## src/logic/rnb_pkg.sv

```systemverilog
// Constants for the nibble bus port of the clock module.
// Assumes a single 100 MHz system clock; all pins are asynchronous to it.
package rnb_pkg;
    localparam int RNB_DATA_W = 4;
    localparam int RNB_IDX_W = 4;
    localparam int RNB_REG_N = 16;
    localparam int RNB_SYNC_STAGES = 3;
    localparam logic [3:0] RNB_NIBBLE_RST = 4'h0;
    localparam logic [3:0] RNB_IDX_RST = 4'h0;
    // Register holding the pause and counter reset bits
    localparam logic [3:0] RNB_CTRL_IDX = 4'hD;
    localparam int RNB_PAUSE_BIT = 1;
    localparam int RNB_CRST_BIT = 0;
    // Pin word layout after the synchronisers
    localparam int RNB_PIN_W = 16;
    localparam int RNB_POS_PG = 15;
    localparam int RNB_POS_CSN = 14;
    localparam int RNB_POS_AH = 13;
    localparam int RNB_POS_RDN = 12;
    localparam int RNB_POS_WRN = 11;
    localparam int RNB_POS_IDX = 4;
    localparam int RNB_POS_DIN = 0;
    // Pins at rest: power gate low, selects and strobes high
    localparam logic [15:0] RNB_PIN_IDLE = 16'h7800;
    localparam logic RNB_CSN_RST = 1'h1;
    localparam logic RNB_WRN_RST = 1'h1;
    localparam logic RNB_PG_RST = 1'h0;
    typedef enum logic [1:0] {RNB_IDLE, RNB_READ, RNB_WRITE} rnb_mode_t;
endpackage

```

## src/logic/rnb_port.sv

```systemverilog
// Parallel nibble bus port of a real time clock, with address latch.
// Assumes host pins are asynchronous and are resynchronised here.
//
// Function
// - Selected, powered, read low and write high: data pins are driven.
// - Selected, powered, read high and write low: data pins are inputs.
// - With the power gate low the data pins stay undriven.
// - With power gate high and the passed or latched chip select high the data pins stay undriven.
// - While the address strobe is high, index and chip select pass straight through.
// - When the address strobe falls, index and chip select are held while it stays low.
// - Data is stored into the indexed register at the rising edge of a selected, powered write.
// - During a selected, powered read, the indexed register contents drive the data pins.
// - The four index bits choose one of sixteen internal registers.
// - When the power gate falls, the pause and counter reset bits clear.
`timescale 1ns/1ns
module rnb_port (
    input wire logic clk_sys,
    input wire logic rst_n,
    input wire logic power_gate_select,
    input wire logic chip_select_n,
    input wire logic addr_hold,
    input wire logic rd_n,
    input wire logic wr_n,
    input wire logic [3:0] register_index,
    input wire logic [3:0] nibble_data_in,
    output logic [3:0] nibble_data_out,
    output logic nibble_data_oe,
    output logic count_pause,
    output logic counter_reset
);
    // ********************
    // Synchronisers
    // ********************
    localparam int SW = rnb_pkg::RNB_PIN_W;
    logic [SW-1:0] s1, s2, s3, next_s1, next_s2, next_s3;
    logic pg, csn, ah, rdn, wrn;
    logic [3:0] idx, din;
    logic pg_q, wrn_q, next_pg_q, next_wrn_q;

    // Change counts only when stages two and three agree
    function automatic logic agree(input logic a, input logic b, input logic old);
        agree = (a == b) ? b : old;
    endfunction

    logic [SW-1:0] raw;
    assign raw = {power_gate_select, chip_select_n, addr_hold, rd_n, wr_n,
                  3'h0, register_index, nibble_data_in};

    logic [SW-1:0] filt, next_filt;
    always_comb
    begin
        next_s1 = raw;
        next_s2 = s1;
        next_s3 = s2;
        for (int i = 0; i < SW; i++)
        begin
            next_filt[i] = agree(s2[i], s3[i], filt[i]);
        end
    end

    always_ff @(posedge clk_sys or negedge rst_n)
    begin
        if (!rst_n)
        begin
            // Stages start at the idle pin pattern, so no false strobe edge follows reset
            s1 <= rnb_pkg::RNB_PIN_IDLE;
            s2 <= rnb_pkg::RNB_PIN_IDLE;
            s3 <= rnb_pkg::RNB_PIN_IDLE;
            filt <= rnb_pkg::RNB_PIN_IDLE;
        end
        else
        begin
            s1 <= next_s1;
            s2 <= next_s2;
            s3 <= next_s3;
            filt <= next_filt;
        end
    end

    assign pg = filt[rnb_pkg::RNB_POS_PG];
    assign csn = filt[rnb_pkg::RNB_POS_CSN];
    assign ah = filt[rnb_pkg::RNB_POS_AH];
    assign rdn = filt[rnb_pkg::RNB_POS_RDN];
    assign wrn = filt[rnb_pkg::RNB_POS_WRN];
    assign idx = filt[rnb_pkg::RNB_POS_IDX +: rnb_pkg::RNB_IDX_W];
    assign din = filt[rnb_pkg::RNB_POS_DIN +: rnb_pkg::RNB_DATA_W];

    // ********************
    // Address latch
    // ********************
    logic [3:0] idx_hold, next_idx_hold;
    logic csn_hold, next_csn_hold;
    logic [3:0] eff_idx;
    logic eff_csn;

    always_comb
    begin
        next_idx_hold = idx_hold;
        next_csn_hold = csn_hold;
        // Hold register follows the pins while the strobe is high
        if (ah)
        begin
            next_idx_hold = idx;
            next_csn_hold = csn;
        end
        eff_idx = ah ? idx : idx_hold;
        eff_csn = ah ? csn : csn_hold;
    end

    always_ff @(posedge clk_sys or negedge rst_n)
    begin
        if (!rst_n)
        begin
            idx_hold <= rnb_pkg::RNB_IDX_RST;
            csn_hold <= rnb_pkg::RNB_CSN_RST;
        end
        else
        begin
            idx_hold <= next_idx_hold;
            csn_hold <= next_csn_hold;
        end
    end

    // ********************
    // Strobe edge detect
    // ********************
    always_comb
    begin
        next_pg_q = pg;
        next_wrn_q = wrn;
    end

    always_ff @(posedge clk_sys or negedge rst_n)
    begin
        if (!rst_n)
        begin
            pg_q <= rnb_pkg::RNB_PG_RST;
            wrn_q <= rnb_pkg::RNB_WRN_RST;
        end
        else
        begin
            pg_q <= next_pg_q;
            wrn_q <= next_wrn_q;
        end
    end

    // ********************
    // Register file and port control
    // ********************
    logic [3:0] regs [rnb_pkg::RNB_REG_N];
    logic [3:0] next_regs [rnb_pkg::RNB_REG_N];
    logic [3:0] next_dout;
    logic next_oe;
    logic next_count_pause, next_counter_reset;
    rnb_pkg::rnb_mode_t mode;
    logic sel;

    always_comb
    begin
        sel = pg && !eff_csn;
        if (!sel || (!rdn && !wrn))
            mode = rnb_pkg::RNB_IDLE;
        else if (!rdn)
            mode = rnb_pkg::RNB_READ;
        else if (!wrn)
            mode = rnb_pkg::RNB_WRITE;
        else
            mode = rnb_pkg::RNB_IDLE;

        next_regs = regs;
        // Store on the rising write edge that ends a selected write
        if (sel && rdn && !wrn_q && wrn)
        begin
            next_regs[eff_idx] = din;
        end
        if (pg_q && !pg)
        begin
            next_regs[rnb_pkg::RNB_CTRL_IDX][rnb_pkg::RNB_PAUSE_BIT] = 1'b0;
            next_regs[rnb_pkg::RNB_CTRL_IDX][rnb_pkg::RNB_CRST_BIT] = 1'b0;
        end
        // Pause and counter reset mirror their register bits
        next_count_pause = next_regs[rnb_pkg::RNB_CTRL_IDX][rnb_pkg::RNB_PAUSE_BIT];
        next_counter_reset = next_regs[rnb_pkg::RNB_CTRL_IDX][rnb_pkg::RNB_CRST_BIT];

        // Drive only for a selected read; write and idle leave the pins released
        next_oe = 1'b0;
        next_dout = rnb_pkg::RNB_NIBBLE_RST;
        case (mode)
            rnb_pkg::RNB_READ:
            begin
                next_oe = 1'b1;
                next_dout = regs[eff_idx];
            end
            rnb_pkg::RNB_WRITE: next_oe = 1'b0;
            rnb_pkg::RNB_IDLE: next_oe = 1'b0;
            default: next_oe = 1'b0;
        endcase
    end

    always_ff @(posedge clk_sys or negedge rst_n)
    begin
        if (!rst_n)
        begin
            nibble_data_out <= rnb_pkg::RNB_NIBBLE_RST;
            nibble_data_oe <= 1'b0;
            count_pause <= 1'b0;
            counter_reset <= 1'b0;
            for (int i = 0; i < rnb_pkg::RNB_REG_N; i++)
            begin
                regs[i] <= rnb_pkg::RNB_NIBBLE_RST;
            end
        end
        else
        begin
            nibble_data_out <= next_dout;
            nibble_data_oe <= next_oe;
            count_pause <= next_count_pause;
            counter_reset <= next_counter_reset;
            regs <= next_regs;
        end
    end
endmodule

```

## config.mk

```make
export PLATFORM = sky130hd
export DESIGN_NAME = rnb_port
export DESIGN_NICKNAME = d
export VERILOG_FILES = /design/src/logic/rnb_pkg.sv /design/src/logic/rnb_port.sv
export SDC_FILE = /design/constraint.sdc
export NUM_CORES = 1
export LEC_CHECK = 0
export ABC_AREA = 1
export BUFFER_PORTS_ARGS = -buffer_cell sky130_fd_sc_hd__buf_2
export CORE_AREA = 3 3 120 122
export DETAILED_ROUTE_END_ITERATION = 10
export DIE_AREA = 0 0 123 125
export GPL_ROUTABILITY_DRIVEN = 1
export GPL_TIMING_DRIVEN = 0
export HOLD_SLACK_MARGIN = 0.05
export PLACE_DENSITY = 0.65
export SETUP_SLACK_MARGIN = 0.5
export SYNTH_ARGS = -nofsm -noshare
export SYNTH_HDL_FRONTEND = slang
export SYNTH_SLANG_ARGS = --single-unit
```

## constraint.sdc

```tcl
create_clock -name clk_sys -period 2.5 [get_ports clk_sys]
set_input_delay 0.5 -clock clk_sys [delete_from_list [all_inputs] [get_ports clk_sys]]
set_output_delay 0.5 -clock clk_sys [all_outputs]
set_load 0.03 [all_outputs]
```

* Yosys cells after proc, flatten, opt, wreduce, memory -nomap -nowiden
Cells that the tools add are included.
Cells by class: reductions and logical operators 14, $lt $le $gt $ge 2, mux-type cells 15, bitwise operators 1, eq/ne operators 14
Operators by type and width (count):
- bitwise mux 64 bit | 1
- 2-to-1 mux 4 bit | 5
- binary-select mux 4 bit (select 4 bit) | 1
- demux 4 bit (select 4 bit) | 1
- equality test 1 bit | 13
- 2-to-1 mux 10 bit | 1
- 2-to-1 mux 2 bit | 4
- logical AND 1 bit | 7
- zero test 1 bit | 6
- >= comparator 5 bit (second input constant) | 1
- less-than comparator 5 x 1 -> 1 bit (second input constant) | 1
- inverter 4 -> 5 bit | 1
- equality test 2 x 1 -> 1 bit (second input constant) | 1
- 2-to-1 mux 1 bit | 2
- logical OR 1 bit | 1
Storage, ports and cells: input port bits 15, output and inout port bits 7, register bits after elaboration 130, logic and storage cells 87

* Longest topological paths before layout
Gate-level depths: netlist of run 1.
depth in word-level cells 9, mapped depth 13, mapped depth without buffers 11

* Worst setup path after synthesis of run 1
OpenSTA, ideal clock, no wires.
path kind reg2reg, start register filt[13], end register regs[14] (netlist name), library setup time 0.117 ns, data required time 2.383 ns, stages on the path, launching flop included 12, arrival 1.521 ns, period minus slack after synthesis 1.638 ns, path buffers 2, path slack 0.862 ns, cell sequence dfstp_2 -> buf_6 -> inv_4 -> nand2_1 -> nand2_2 -> inv_2 -> nand2_2 -> nor2_2 -> buf_4 -> nand2_1 -> nand2_1 -> nand2_1
Between the ends: word-level cells in the longest chain between the ends 7, elaborated cells between the ends (all ways) 14, those cells by class 2 x order compare; 5 x mux; 1 x bitwise; 6 x reduce/logical
Ends and longest elaborated chain:
- start, declared | line rnb_port.sv:49 | logic [SW-1:0] filt, next_filt;
- start signal, assigned | line rnb_port.sv:69 | filt <= rnb_pkg::RNB_PIN_IDLE;
- start signal, assigned | line rnb_port.sv:76 | filt <= next_filt;
- 2-to-1 mux 4 bit | line rnb_port.sv:106 | eff_idx = ah ? idx : idx_hold;
- inverter 4 -> 5 bit (not written as such) | line rnb_port.sv:174 | next_regs[eff_idx] = din;
- >= comparator 5 bit (not written as such) / less-than comparator 5 x 1 -> 1 bit (equally long branches) | line rnb_port.sv:174
- logical AND 1 bit (not written as such) | line rnb_port.sv:174
- 2-to-1 mux 4 bit (not written as such) | line rnb_port.sv:174
- demux 4 bit (select 4 bit) | line rnb_port.sv:174
- bitwise mux 64 bit | line rnb_port.sv:174
- end signal, assigned by index | line rnb_port.sv:210 | regs[i] <= rnb_pkg::RNB_NIBBLE_RST;
- end signal, assigned | line rnb_port.sv:219 | regs <= next_regs;
- end, declared | line rnb_port.sv:150 | logic [3:0] regs [rnb_pkg::RNB_REG_N];
Several ways; a longest one is shown, not always the timed one. A chain may end at the register's enable or synchronous reset.

* Worst setup path in the final report of run 1
start register filt[13], end register regs[39] (netlist name)
The elaborated chain is that of the path after synthesis.

==> flow_metrics.tcl, run 1 <==
set metrics [dict create \
    outcome "finished, final reports clean" \
    h-tree-depth 4 \
    viasPerCell 4.86 \
    chipHeight_um 125 \
    maxCapViolCount 0 \
    drc 0 \
    required_ns 2.81 \
    root_buffer "clkbuf_16" \
    rsz0062_at_grt "true" \
    max_freq_mhz 515 \
    syn2layout_area_growth_pct 19.4 \
    core_region_area_sq_um 13300 \
    grt_pass1_wl_mm 19.2 \
    synth_nets 588 \
    final_cell_count_no_fill 808 \
    cts_buffers 17 \
    vias 3926 \
    skew_ns 0.00654 \
    sw_frac_of_total_pct 27.7 \
    ant_nets 0 \
    crit_slowest_cell "dfstp_2" \
    clock_power_share_pct 42.5 \
    fin_ws_ns 0.558 \
    clkSlewWorstSetupHoldPaths_ns 0.06 \
    placed_cells 771 \
    cts.sinks 128 \
    cp.arrival_ns 2.25 \
    drtIter0Drc 274 \
    drv_slew 0 \
    leakage_nw 3.23 \
    grt-ovfl-total 0 \
    final_nets 634 \
    pwr-share-seq_pct 42.7 \
    power_density_nw_per_um2 884 \
    period_minus_slack_ns 1.94 \
    yosys_register_bits 128 \
    crit_fanout 8 \
    drive_above_1_share_pct 20.6 \
    yosysSeqAreaShare_pct 60.9 \
    hold_class "in2reg" \
    crit_path_cell_trace "buf_6 > nand2_1 > nand2_1 > nand2_2 > nor2_4 > nand2_1 > nand2_1 > nand2_1" \
    synth_cell_type_count 25 \
    cp-start-kind "flop" \
    hold_viol_final 0 \
    grt_pass1_vias 3913 \
    clk_latency_ns 0.42 \
    max_stage_delay_ns 0.53 \
    fp-row-count 42 \
    dpl_cell_area_sq_um 5660 \
    antenna_found_initial 0 \
    endpoint_kind "flop" \
    cts_tree "yes" \
    grt_usage_pct 16.3 \
    ys_warn_count 0 \
    syn_avg_cell_area_sq_um 9.25 \
    fin_area_sq_um 6330 \
    tightestPinTransition_ns 0.707 \
    syn_area_sq_um 5300 \
    post-place-ws_ns 0.472 \
    grt_max_degree 98 \
    totalNegativeSetupSlack_ns 0 \
    p_comb_share_pct 14.7 \
    io_buffers 21 \
    max_slew_margin_pct 52.9 \
    setup_violations 0 \
    wl_mm 11.3 \
    start_util_pct 39.9 \
    clock_path_buffers 2 \
    drt-wirelength-per-cell_um 13.9 \
    dp_hpwl_mm 7.68 \
    p_int_mw 4.04 \
    synth_cells 573 \
    period_share_pct 77.7 \
    ios 22 \
    die_w_um 123 \
    firstDrtPassIters 5 \
    place_congestion 0.860 \
    hold_ws_ns 0.173 \
    antenna_cells 0 \
    die-area_sq_um 15400 \
    criticalPathCategory "reg2reg" \
    max-vdd-ir-drop_uv 617 \
    crit_top_cell "nand2_1" \
    p_sw_mw 1.55 \
]
## worst max-delay path: cells and delay by family (launching register included)
| kind | cells | cell delay (ns) |
|---|---|---|
| DFF | 1 | 0.53 |
| and+or+nand+nor | 7 | 1.17 |
| buffers and inverters | 1 | 0.13 |
## per-stage QoR
stage               total power [mW]  util, %
floorplan                       2.97        -
global placement                3.19     42.3
detailed placement              3.22     42.6
CTS                             5.64     47.1
global route                    5.88     47.6
finish                          5.60     47.6
## synth_stat cells
cell type	count	area, sq um
o21ai_0	21	105
nor3_2	4	40.0
dfrtp_1	110	2750
dfstp_2	18	473
inv_2	5	18.8
nor2_2	1	6.26
buf_4	3	22.5
nor2_4	3	33.8
buf_2	4	20.0
nor2_1	39	146
nand2_1	230	863
nor2_8	3	60.1
buf_6	3	33.8
nand3_2	1	10.0
clkbuf_1	10	37.5
nand2_2	14	87.6
nor3_1	1	5.00
o21ai_1	4	20.0
maj3_1	13	130
a21oi_1	12	60.1
nand3_1	37	185
nand2_4	3	33.8
nor3_4	2	32.5
inv_1	31	116
inv_4	1	6.26
## cells in the final DEF (no fill, tap or decap), drive strengths merged
master / count
nand2: 247
maj3: 13
clkbuf: 29
clkinv: 6
nor3: 7
bufinv: 2
dlygate4sd3: 1
a21oi: 12
nand3: 38
clkinvlp: 3
dfstp: 18
nor2: 46
o21ai: 25
dfrtp: 110
inv: 39
buf: 36
## layer usage
| layer | share of wire, % | up-vias | global-route usage (%) |
|---|---|---|---|
| met4 | 2.7 | 0 | 7.43 |
| met5 | 0 | - | 0 |
| met2 | 47 | 104 | 24.6 |
| li1 | - | 1879 | - |
| met1 | 45 | 1914 | 21.5 |
| met3 | 5.1 | 29 | 5.28 |
## power groups by stage
stage                     clock [mW]  combinational [mW]  sequential, mW
after global placement             0               0.774            2.42
after floorplan                    0               0.563            2.41
after detailed placement           0               0.801            2.42
final                           2.38               0.825            2.39
after CTS                       2.43               0.811            2.39
after global routing            2.53               0.937            2.41
## repair_timing
| action | 4_1_cts | 5_1_grt |
|---|---|---|
| resized for setup | 2 | 16 |
| hold buffers | 1 | 0 |
| pin swaps | 0 | 2 |
| hold endpoints to repair | 31 | 0 |
| setup buffers | 0 | 4 |
| setup endpoints to repair | 10 | 35 |
## state kept, by name (all words and copies together), names as in the netlist
name	cells
nibble_data_oe	1
csn_hold	1
filt	13
pg_q	1
idx_hold	4
next_s3	13
regs	64
s3	13
wrn_q	1
next_s2	13
nibble_data_out	4
## logic make-up after synthesis
| logic type | share of synthesized area, % |
|---|---|
| AO/OA/AOI/OAI | 3.49 |
| flip-flops | 60.9 |
| buffers and inverters | 4.82 |
| AND/OR/NAND/NOR | 28.4 |
| adder cells (fa/ha/maj) | 2.46 |
## path summary, 6_finish.rpt
| check | from | end | slack [ns] | cells past startpoint |
|---|---|---|---|---|
| setup reg to reg | filt[13] | regs[39] | 0.56 | 8 |
| min in group asynchronous | rst_n | regs[28] | 0.52 | 2 |
| setup / recovery | filt[13] | regs[39] | 0.56 | 8 |
| max in group asynchronous | rst_n | s3[14] | 1.20 | 3 |
| hold / removal | chip_select_n | next_s2[14] | 0.17 | 1 |
| hold reg to reg | next_s2[4] | next_s3[4] | 0.35 | 0 |
## layout make-up
type / count / area (sq um)
Buffer: 20 / 126
Clock buffer: 19 / 443
Clock inverter: 13 / 138
Fill cell: 1221 / 6970
Inverter: 37 / 141
Multi-Input combinational cell: 388 / 1850
Sequential cell: 128 / 3230
Tap cell: 176 / 220
Timing Repair Buffer: 27 / 179
No activity file was read; power rests on OpenSTA's default activity.
==> inputs of run 2 (changes only) <==
--- a/config.mk
+++ b/config.mk
@@ -5,15 +5,15 @@
 export SDC_FILE = /design/constraint.sdc
 export NUM_CORES = 1
 export LEC_CHECK = 0
-export ABC_AREA = 1
+export ABC_AREA = 0
 export BUFFER_PORTS_ARGS = -buffer_cell sky130_fd_sc_hd__buf_2
-export CORE_AREA = 3 3 120 122
+export CORE_AREA = 3 3 117 119
 export DETAILED_ROUTE_END_ITERATION = 10
-export DIE_AREA = 0 0 123 125
+export DIE_AREA = 0 0 120 122
 export GPL_ROUTABILITY_DRIVEN = 1
 export GPL_TIMING_DRIVEN = 0
 export HOLD_SLACK_MARGIN = 0.05
-export PLACE_DENSITY = 0.65
+export PLACE_DENSITY = 0.67
 export SETUP_SLACK_MARGIN = 0.5
 export SYNTH_ARGS = -nofsm -noshare
 export SYNTH_HDL_FRONTEND = slang
==> constraint.sdc (replaced) <==
create_clock -name clk_sys -period 1.6 [get_ports clk_sys]
set_input_delay 0.32 -clock clk_sys [delete_from_list [all_inputs] [get_ports clk_sys]]
set_output_delay 0.32 -clock clk_sys [all_outputs]
set_load 0.03 [all_outputs]
==> run 2 against run 1 <==
The run now ends with negative hold slack, negative setup slack left. Sequential share of layout area shrank 3.5 points. Via count is 22% lower. Wire length shrank 7.0%. Count of clock-buffer cells in the layout grew 9. Worst hold slack worse by 0.32 ns. Combinational power increased by 71%. Setup slack lost 1.1 ns. Sequential power rose by 57%. Critical path type unchanged.
==> flow_metrics.tcl, run 2 <==
set metrics [dict create \
    outcome "finished, violations left" \
    violations "negative hold slack, negative setup slack" \
    ys_warn_count 0 \
    hold_viol_final 36 \
    final_nets 434 \
    period_minus_slack_ns 2.10 \
    root_buffer "clkbuf_16" \
    power_density_nw_per_um2 1290 \
    layout_common_cells "dfrtp_1 (110), mux2_2 (49), clkbuf_16 (19), buf_4 (19), dfstp_2 (18)" \
    synth_edf_count 0 \
    fin_ws_ns -0.499 \
    drive_above_1_share_pct 50.7 \
    leakage_nw 3.00 \
    top_register "regs" \
    syn2layout_area_growth_pct 34.0 \
    clkSlewWorstSetupHoldPaths_ns 0.05 \
    max-vdd-ir-drop_uv 694 \
    endpoint_kind "flop" \
    drt-wirelength-per-cell_um 17.3 \
    max_slew_margin_pct 53.5 \
    core_region_area_sq_um 12700 \
    h-tree-depth 4 \
    criticalPathCategory "reg2reg" \
    period_share_pct 131 \
    skew_ns 0.00686 \
    tightestPinTransition_ns 0.698 \
    postSynth.asyncResetShare_pct 100 \
    firstDrtPassIters 4 \
    required_ns 1.89 \
    yosys_register_bits 128 \
    start_util_pct 40.0 \
    utilization_pct 53.6 \
    yosysMostFrequentCell "dfrtp_1" \
    final_cell_count_no_fill 604 \
    setup_violations 68 \
    drv_slew 0 \
    cts_tree "yes" \
    fin_area_sq_um 6790 \
    clk_latency_ns 0.41 \
    post-place-ws_ns -0.746 \
    grt_usage_pct 15.6 \
    ios 22 \
    synth.area.top_cells "dfrtp_1 (54%), mux2_2 (14%), dfstp_2 (9.3%), mux2i_1 (4.7%), maj3_1 (2.6%)" \
    placed_cells 535 \
    fp-row-count 41 \
    crit_fanout 10 \
    antenna_found_initial 0 \
    grt_max_degree 80 \
    drtIter0Drc 147 \
    wl_mm 10.5 \
    dp_hpwl_mm 6.54 \
    viasPerCell 5.06 \
    antenna_cells 0 \
    drc 0 \
    cts_buffers 17 \
    rsz0062_at_grt "true" \
    synth_cell_type_count 35 \
    synth_nets 356 \
    io_buffers 21 \
    nFillCells 1049 \
    synth_area_leader_cell "dfrtp_1" \
    synth_cells 341 \
    largest_reg_flops 64 \
    vias 3059 \
    place_congestion 0.867 \
    totalNegativeSetupSlack_ns -30.24 \
    die-area_sq_um 14600 \
    ys.flop_type "dfrtp_1" \
    syn_avg_cell_area_sq_um 14.9 \
    syn_area_sq_um 5070 \
    grt-ovfl-total 0 \
    max_freq_mhz 476 \
    ant_nets 0 \
    cp.arrival_ns 2.39 \
    layout_commonest_cell "dfrtp_1" \
    grt_pass1_vias 3316 \
    hold_class "in2async" \
    ctsHoldBuffers 13 \
    hold_ws_ns -0.149 \
    synth_common_cells "dfrtp_1 (110), mux2_2 (63), mux2i_1 (24)" \
    grt_pass1_wl_mm 17.2 \
    maxCapViolCount 0 \
    clock_path_buffers 2 \
    dpl_cell_area_sq_um 5470 \
    synth_top_cell_area_share_pct 54.3 \
    die_w_um 120 \
    cts.sinks 128 \
    chipHeight_um 122 \
    cp-start-kind "flop" \
    yosysSeqAreaShare_pct 63.6 \
    p_total_mw 8.79 \
]
==> run 2: changes by cell type after synthesis, moves of 5 or more <==
cell | previous run | this run
a21oi_1 | 12 | 4
a22oi_1 | 0 | 12
inv_1 | 31 | 11
inv_2 | 5 | 0
mux2_2 | 0 | 63
mux2i_1 | 0 | 24
nand2_1 | 230 | 5
nand2_2 | 14 | 0
nand2b_1 | 0 | 10
nand3_1 | 37 | 12
nand3_2 | 1 | 10
nor2_1 | 39 | 3
o21ai_0 | 21 | 0
o22ai_1 | 0 | 5
==> run 2: area by class of cell <==
| cell class | instances | area [sq um] | area share, % |
|---|---|---|---|
| clock buffers | 28 | 549 | 8.08 |
| clock inverters | 4 | 22.5 | 0.331 |
| repair buffers | 59 | 510 | 7.51 |
| flip-flops and latches | 128 | 3230 | 47.5 |
| well taps | 172 | 215 | 3.17 |
| multi-input cells | 188 | 2090 | 30.8 |
| inverters | 11 | 46.3 | 0.681 |
| plain buffers | 14 | 135 | 1.99 |
==> run 2: worst paths after layout <==
kind | startpoint | end | slack, ns | cells past startpoint
max in group asynchronous | rst_n | regs[44] | 1.03 | 2
max reg2reg | filt[13] | regs[14] | -0.50 | 6
max | filt[13] | regs[14] | -0.50 | 6
min | rst_n | next_s3[6] | -0.15 | 1
min reg2reg | next_s2[3] | next_s3[3] | 0.34 | 0
min in group clk_sys | next_s2[3] | next_s3[3] | 0.34 | 0
==> run 2: kinds of logic (layout without fill, tap and decap cells) <==
kind of cell,count (synthesis),count (layout),synth area share (%)
adders and majority gates,13,13,2.57
AOI/OAI and AO/OA,34,34,5.21
muxes,90,90,19.7
and+or+nand+nor,51,51,6.61
buffers and inverters,25,116,2.25
DFF,128,128,63.6
==> run 2: timing repair <==
item,CTS,global route
buffers inserted,20,3
pin swaps,5,9
resized for setup,60,37
gates cloned,0,1
endpoints found under the hold margin,49,36
endpoints found under the setup margin,82,82
==> run 2: worst max-delay path, stage by stage, from the launching register on <==
cell and delay [ns]:
dfstp_2 0.56, mux2_4 0.33, nor4b_4 0.26, buf_6 0.18, buf_12 0.17, nand3_4 0.12
mux2_4 0.35
==> run 2: where the power goes <==
part	total (mW)	internal [mW]	switching [mW]
Clock	3.61	2.32	1.29
Sequential	3.76	3.55	0.216
Combinational	1.41	0.694	0.718
==> run 2: metal layers <==
| metal | wire length [um] | vias to the layer above | GRT usage, % | share of wire (%) |
|---|---|---|---|---|
| met5 | 0 | - | 0 | 0 |
| met4 | 289 | 0 | 7.30 | 2.8 |
| met3 | 420 | 25 | 4.32 | 4.0 |
| met2 | 5060 | 71 | 25.4 | 48 |
| met1 | 4700 | 1571 | 19.4 | 45 |
| li1 | - | 1392 | - | - |
==> inputs of run 3 (changes only) <==
--- a/config.mk
+++ b/config.mk
@@ -13,7 +13,7 @@
 export GPL_ROUTABILITY_DRIVEN = 1
 export GPL_TIMING_DRIVEN = 0
 export HOLD_SLACK_MARGIN = 0.05
-export PLACE_DENSITY = 0.67
+export PLACE_DENSITY_LB_ADDON = 0.08
 export SETUP_SLACK_MARGIN = 0.5
 export SYNTH_ARGS = -nofsm -noshare
 export SYNTH_HDL_FRONTEND = slang
==> run 3 against run 2 <==
Largest power group is now the clock network. Count of clock-buffer cells in the layout fell by 5. Sequential cell count stayed put. Utilization shrank 0.64 points. Global-route usage up 0.49 points. Power grew 0.12%. The flow still finishes with violations (negative hold slack, negative setup slack). Critical path type unchanged. Combinational power shrank 8%. Sequential share of layout area is 0.58 points higher. Cell count decreased by 1.3%. Non-clock buffer count shrank 8. Clock skew is essentially flat.
==> flow_metrics.tcl, run 3 (synthesized netlist as in run 2, its figures left out) <==
set metrics [dict create \
    clock_path_buffers 2 \
    skew_ns 0.00703 \
    maxCapViolCount 0 \
    cp.buffers_inverters 3 \
    wl_mm 10.7 \
    utilization_pct 53.0 \
    criticalPathCategory "reg2reg" \
    antenna_cells 0 \
    period_share_pct 133 \
    root_buffer "clkbuf_16" \
    firstDrtPassIters 5 \
    hold_ws_ns -0.182 \
    nFillCells 1081 \
    layout_commonest_cell "dfrtp_1" \
    max_stage_delay_ns 0.57 \
    p_total_mw 8.80 \
    drc 0 \
    grt_pass1_wl_mm 17.8 \
    dp_hpwl_mm 6.78 \
    power_density_nw_per_um2 1310 \
    drt-wirelength-per-cell_um 17.9 \
    cp-start-kind "flop" \
    grt_pass1_vias 3220 \
    endpoint_kind "flop" \
    fp-row-count 41 \
    syn2layout_area_growth_pct 32.4 \
    core_region_area_sq_um 12700 \
    drive_above_1_share_pct 46.2 \
    grt_usage_pct 16.1 \
    max-vdd-ir-drop_uv 781 \
    die-area_sq_um 14600 \
    die_w_um 120 \
    ios 22 \
    drtIter0Drc 160 \
    crit_fanout 5 \
    hold_viol_final 39 \
    setup_violations 69 \
    dpl_cell_area_sq_um 5470 \
    violations "negative hold slack, negative setup slack" \
    antenna_found_initial 0 \
    tightestPinTransition_ns 0.703 \
    outcome "finished, violations left" \
    required_ns 1.89 \
    max_freq_mhz 470 \
    vias 2975 \
    hold_class "in2async" \
    rsz0062_at_grt "true" \
    clk_latency_ns 0.41 \
    max_slew_margin_pct 53.1 \
    leakage_nw 3.00 \
    top_register "regs" \
    ctsHoldBuffers 13 \
    cts_buffers 17 \
    cts_tree "yes" \
    ant_nets 0 \
    crit_slowest_cell "dfstp_2" \
    drv_slew 0 \
    fin_area_sq_um 6710 \
    grt_max_degree 90 \
    viasPerCell 4.99 \
    cts.sinks 128 \
    period_minus_slack_ns 2.13 \
    grt-ovfl-total 0 \
    layout_common_cells "dfrtp_1 (110), mux2_2 (49), mux2i_1 (23), clkbuf_16 (20), dfstp_2 (18)" \
    start_util_pct 40.0 \
    largest_reg_flops 64 \
    cpLargestDelayFamily "multiplexers" \
    cp.arrival_ns 2.42 \
    totalNegativeSetupSlack_ns -34.01 \
    clkSlewWorstSetupHoldPaths_ns 0.06 \
    chipHeight_um 122 \
    final_nets 426 \
    fin_ws_ns -0.528 \
    crit_path_cell_trace "mux2_4 > nor4b_4 > buf_6 > buf_4 > buf_8 > nand3_4 > mux2_2" \
    io_buffers 21 \
    h-tree-depth 4 \
    place_congestion 0.731 \
]
run 3: layout make-up:
| type | instances | area [sq um] | area share (%) |
|---|---|---|---|
| clock buffer | 23 | 532 | 7.92 |
| multi-input combinational | 188 | 2020 | 30.1 |
| buffer | 14 | 119 | 1.77 |
| clock inverter | 9 | 62.6 | 0.932 |
| inverter | 11 | 46.3 | 0.690 |
| sequential | 128 | 3230 | 48.1 |
| timing repair buffer | 51 | 493 | 7.34 |
| tap | 172 | 215 | 3.21 |
run 3: report_power, final:
part           leakage [nW]  switching [mW]  internal (mW)
registers              1.62           0.196           3.55
clock network         0.301            1.40           2.35
logic                  1.07           0.687          0.614
run 3: worst paths after layout:
check	slack [ns]	start	end	cells past startpoint
setup reg to reg	-0.53	filt[13]	regs[13]	7
min in group clk_sys	0.35	next_s2[5]	next_s3[5]	0
max in group asynchronous	1.01	rst_n	s3[11]	2
setup / recovery	-0.53	filt[13]	regs[13]	7
hold reg to reg	0.35	next_s2[5]	next_s3[5]	0
hold / removal	-0.18	rst_n	filt[5]	1
run 3: stage by stage:
| stage | setup slack [ns] | cells | hold slack [ns] |
|---|---|---|---|
| final | -0.528 | 596 | -0.182 |
| after global placement | -1.46 | 534 | 0.334 |
| after detailed placement | -0.831 | 535 | 0.253 |
| after floorplan | -0.382 | 341 | 0.0244 |
| after global routing | -0.597 | 596 | -0.172 |
| after CTS | -0.584 | 591 | -0.187 |
run 3: per-layer routing:
layer | GRT usage, % | share of wire [%]
met5 | 0 | 0
met1 | 21.6 | 48
met3 | 5.06 | 3.4
met2 | 25.3 | 48
met4 | 4.72 | 0.88
run 3: timing repair:
| action | in CTS | in global routing |
|---|---|---|
| endpoints found under the setup margin | 82 | 83 |
| endpoints found under the hold margin | 52 | 39 |
| pin swaps | 2 | 8 |
| buffers inserted | 10 | 5 |
| cloned | 1 | 0 |
| resized for setup | 60 | 19 |
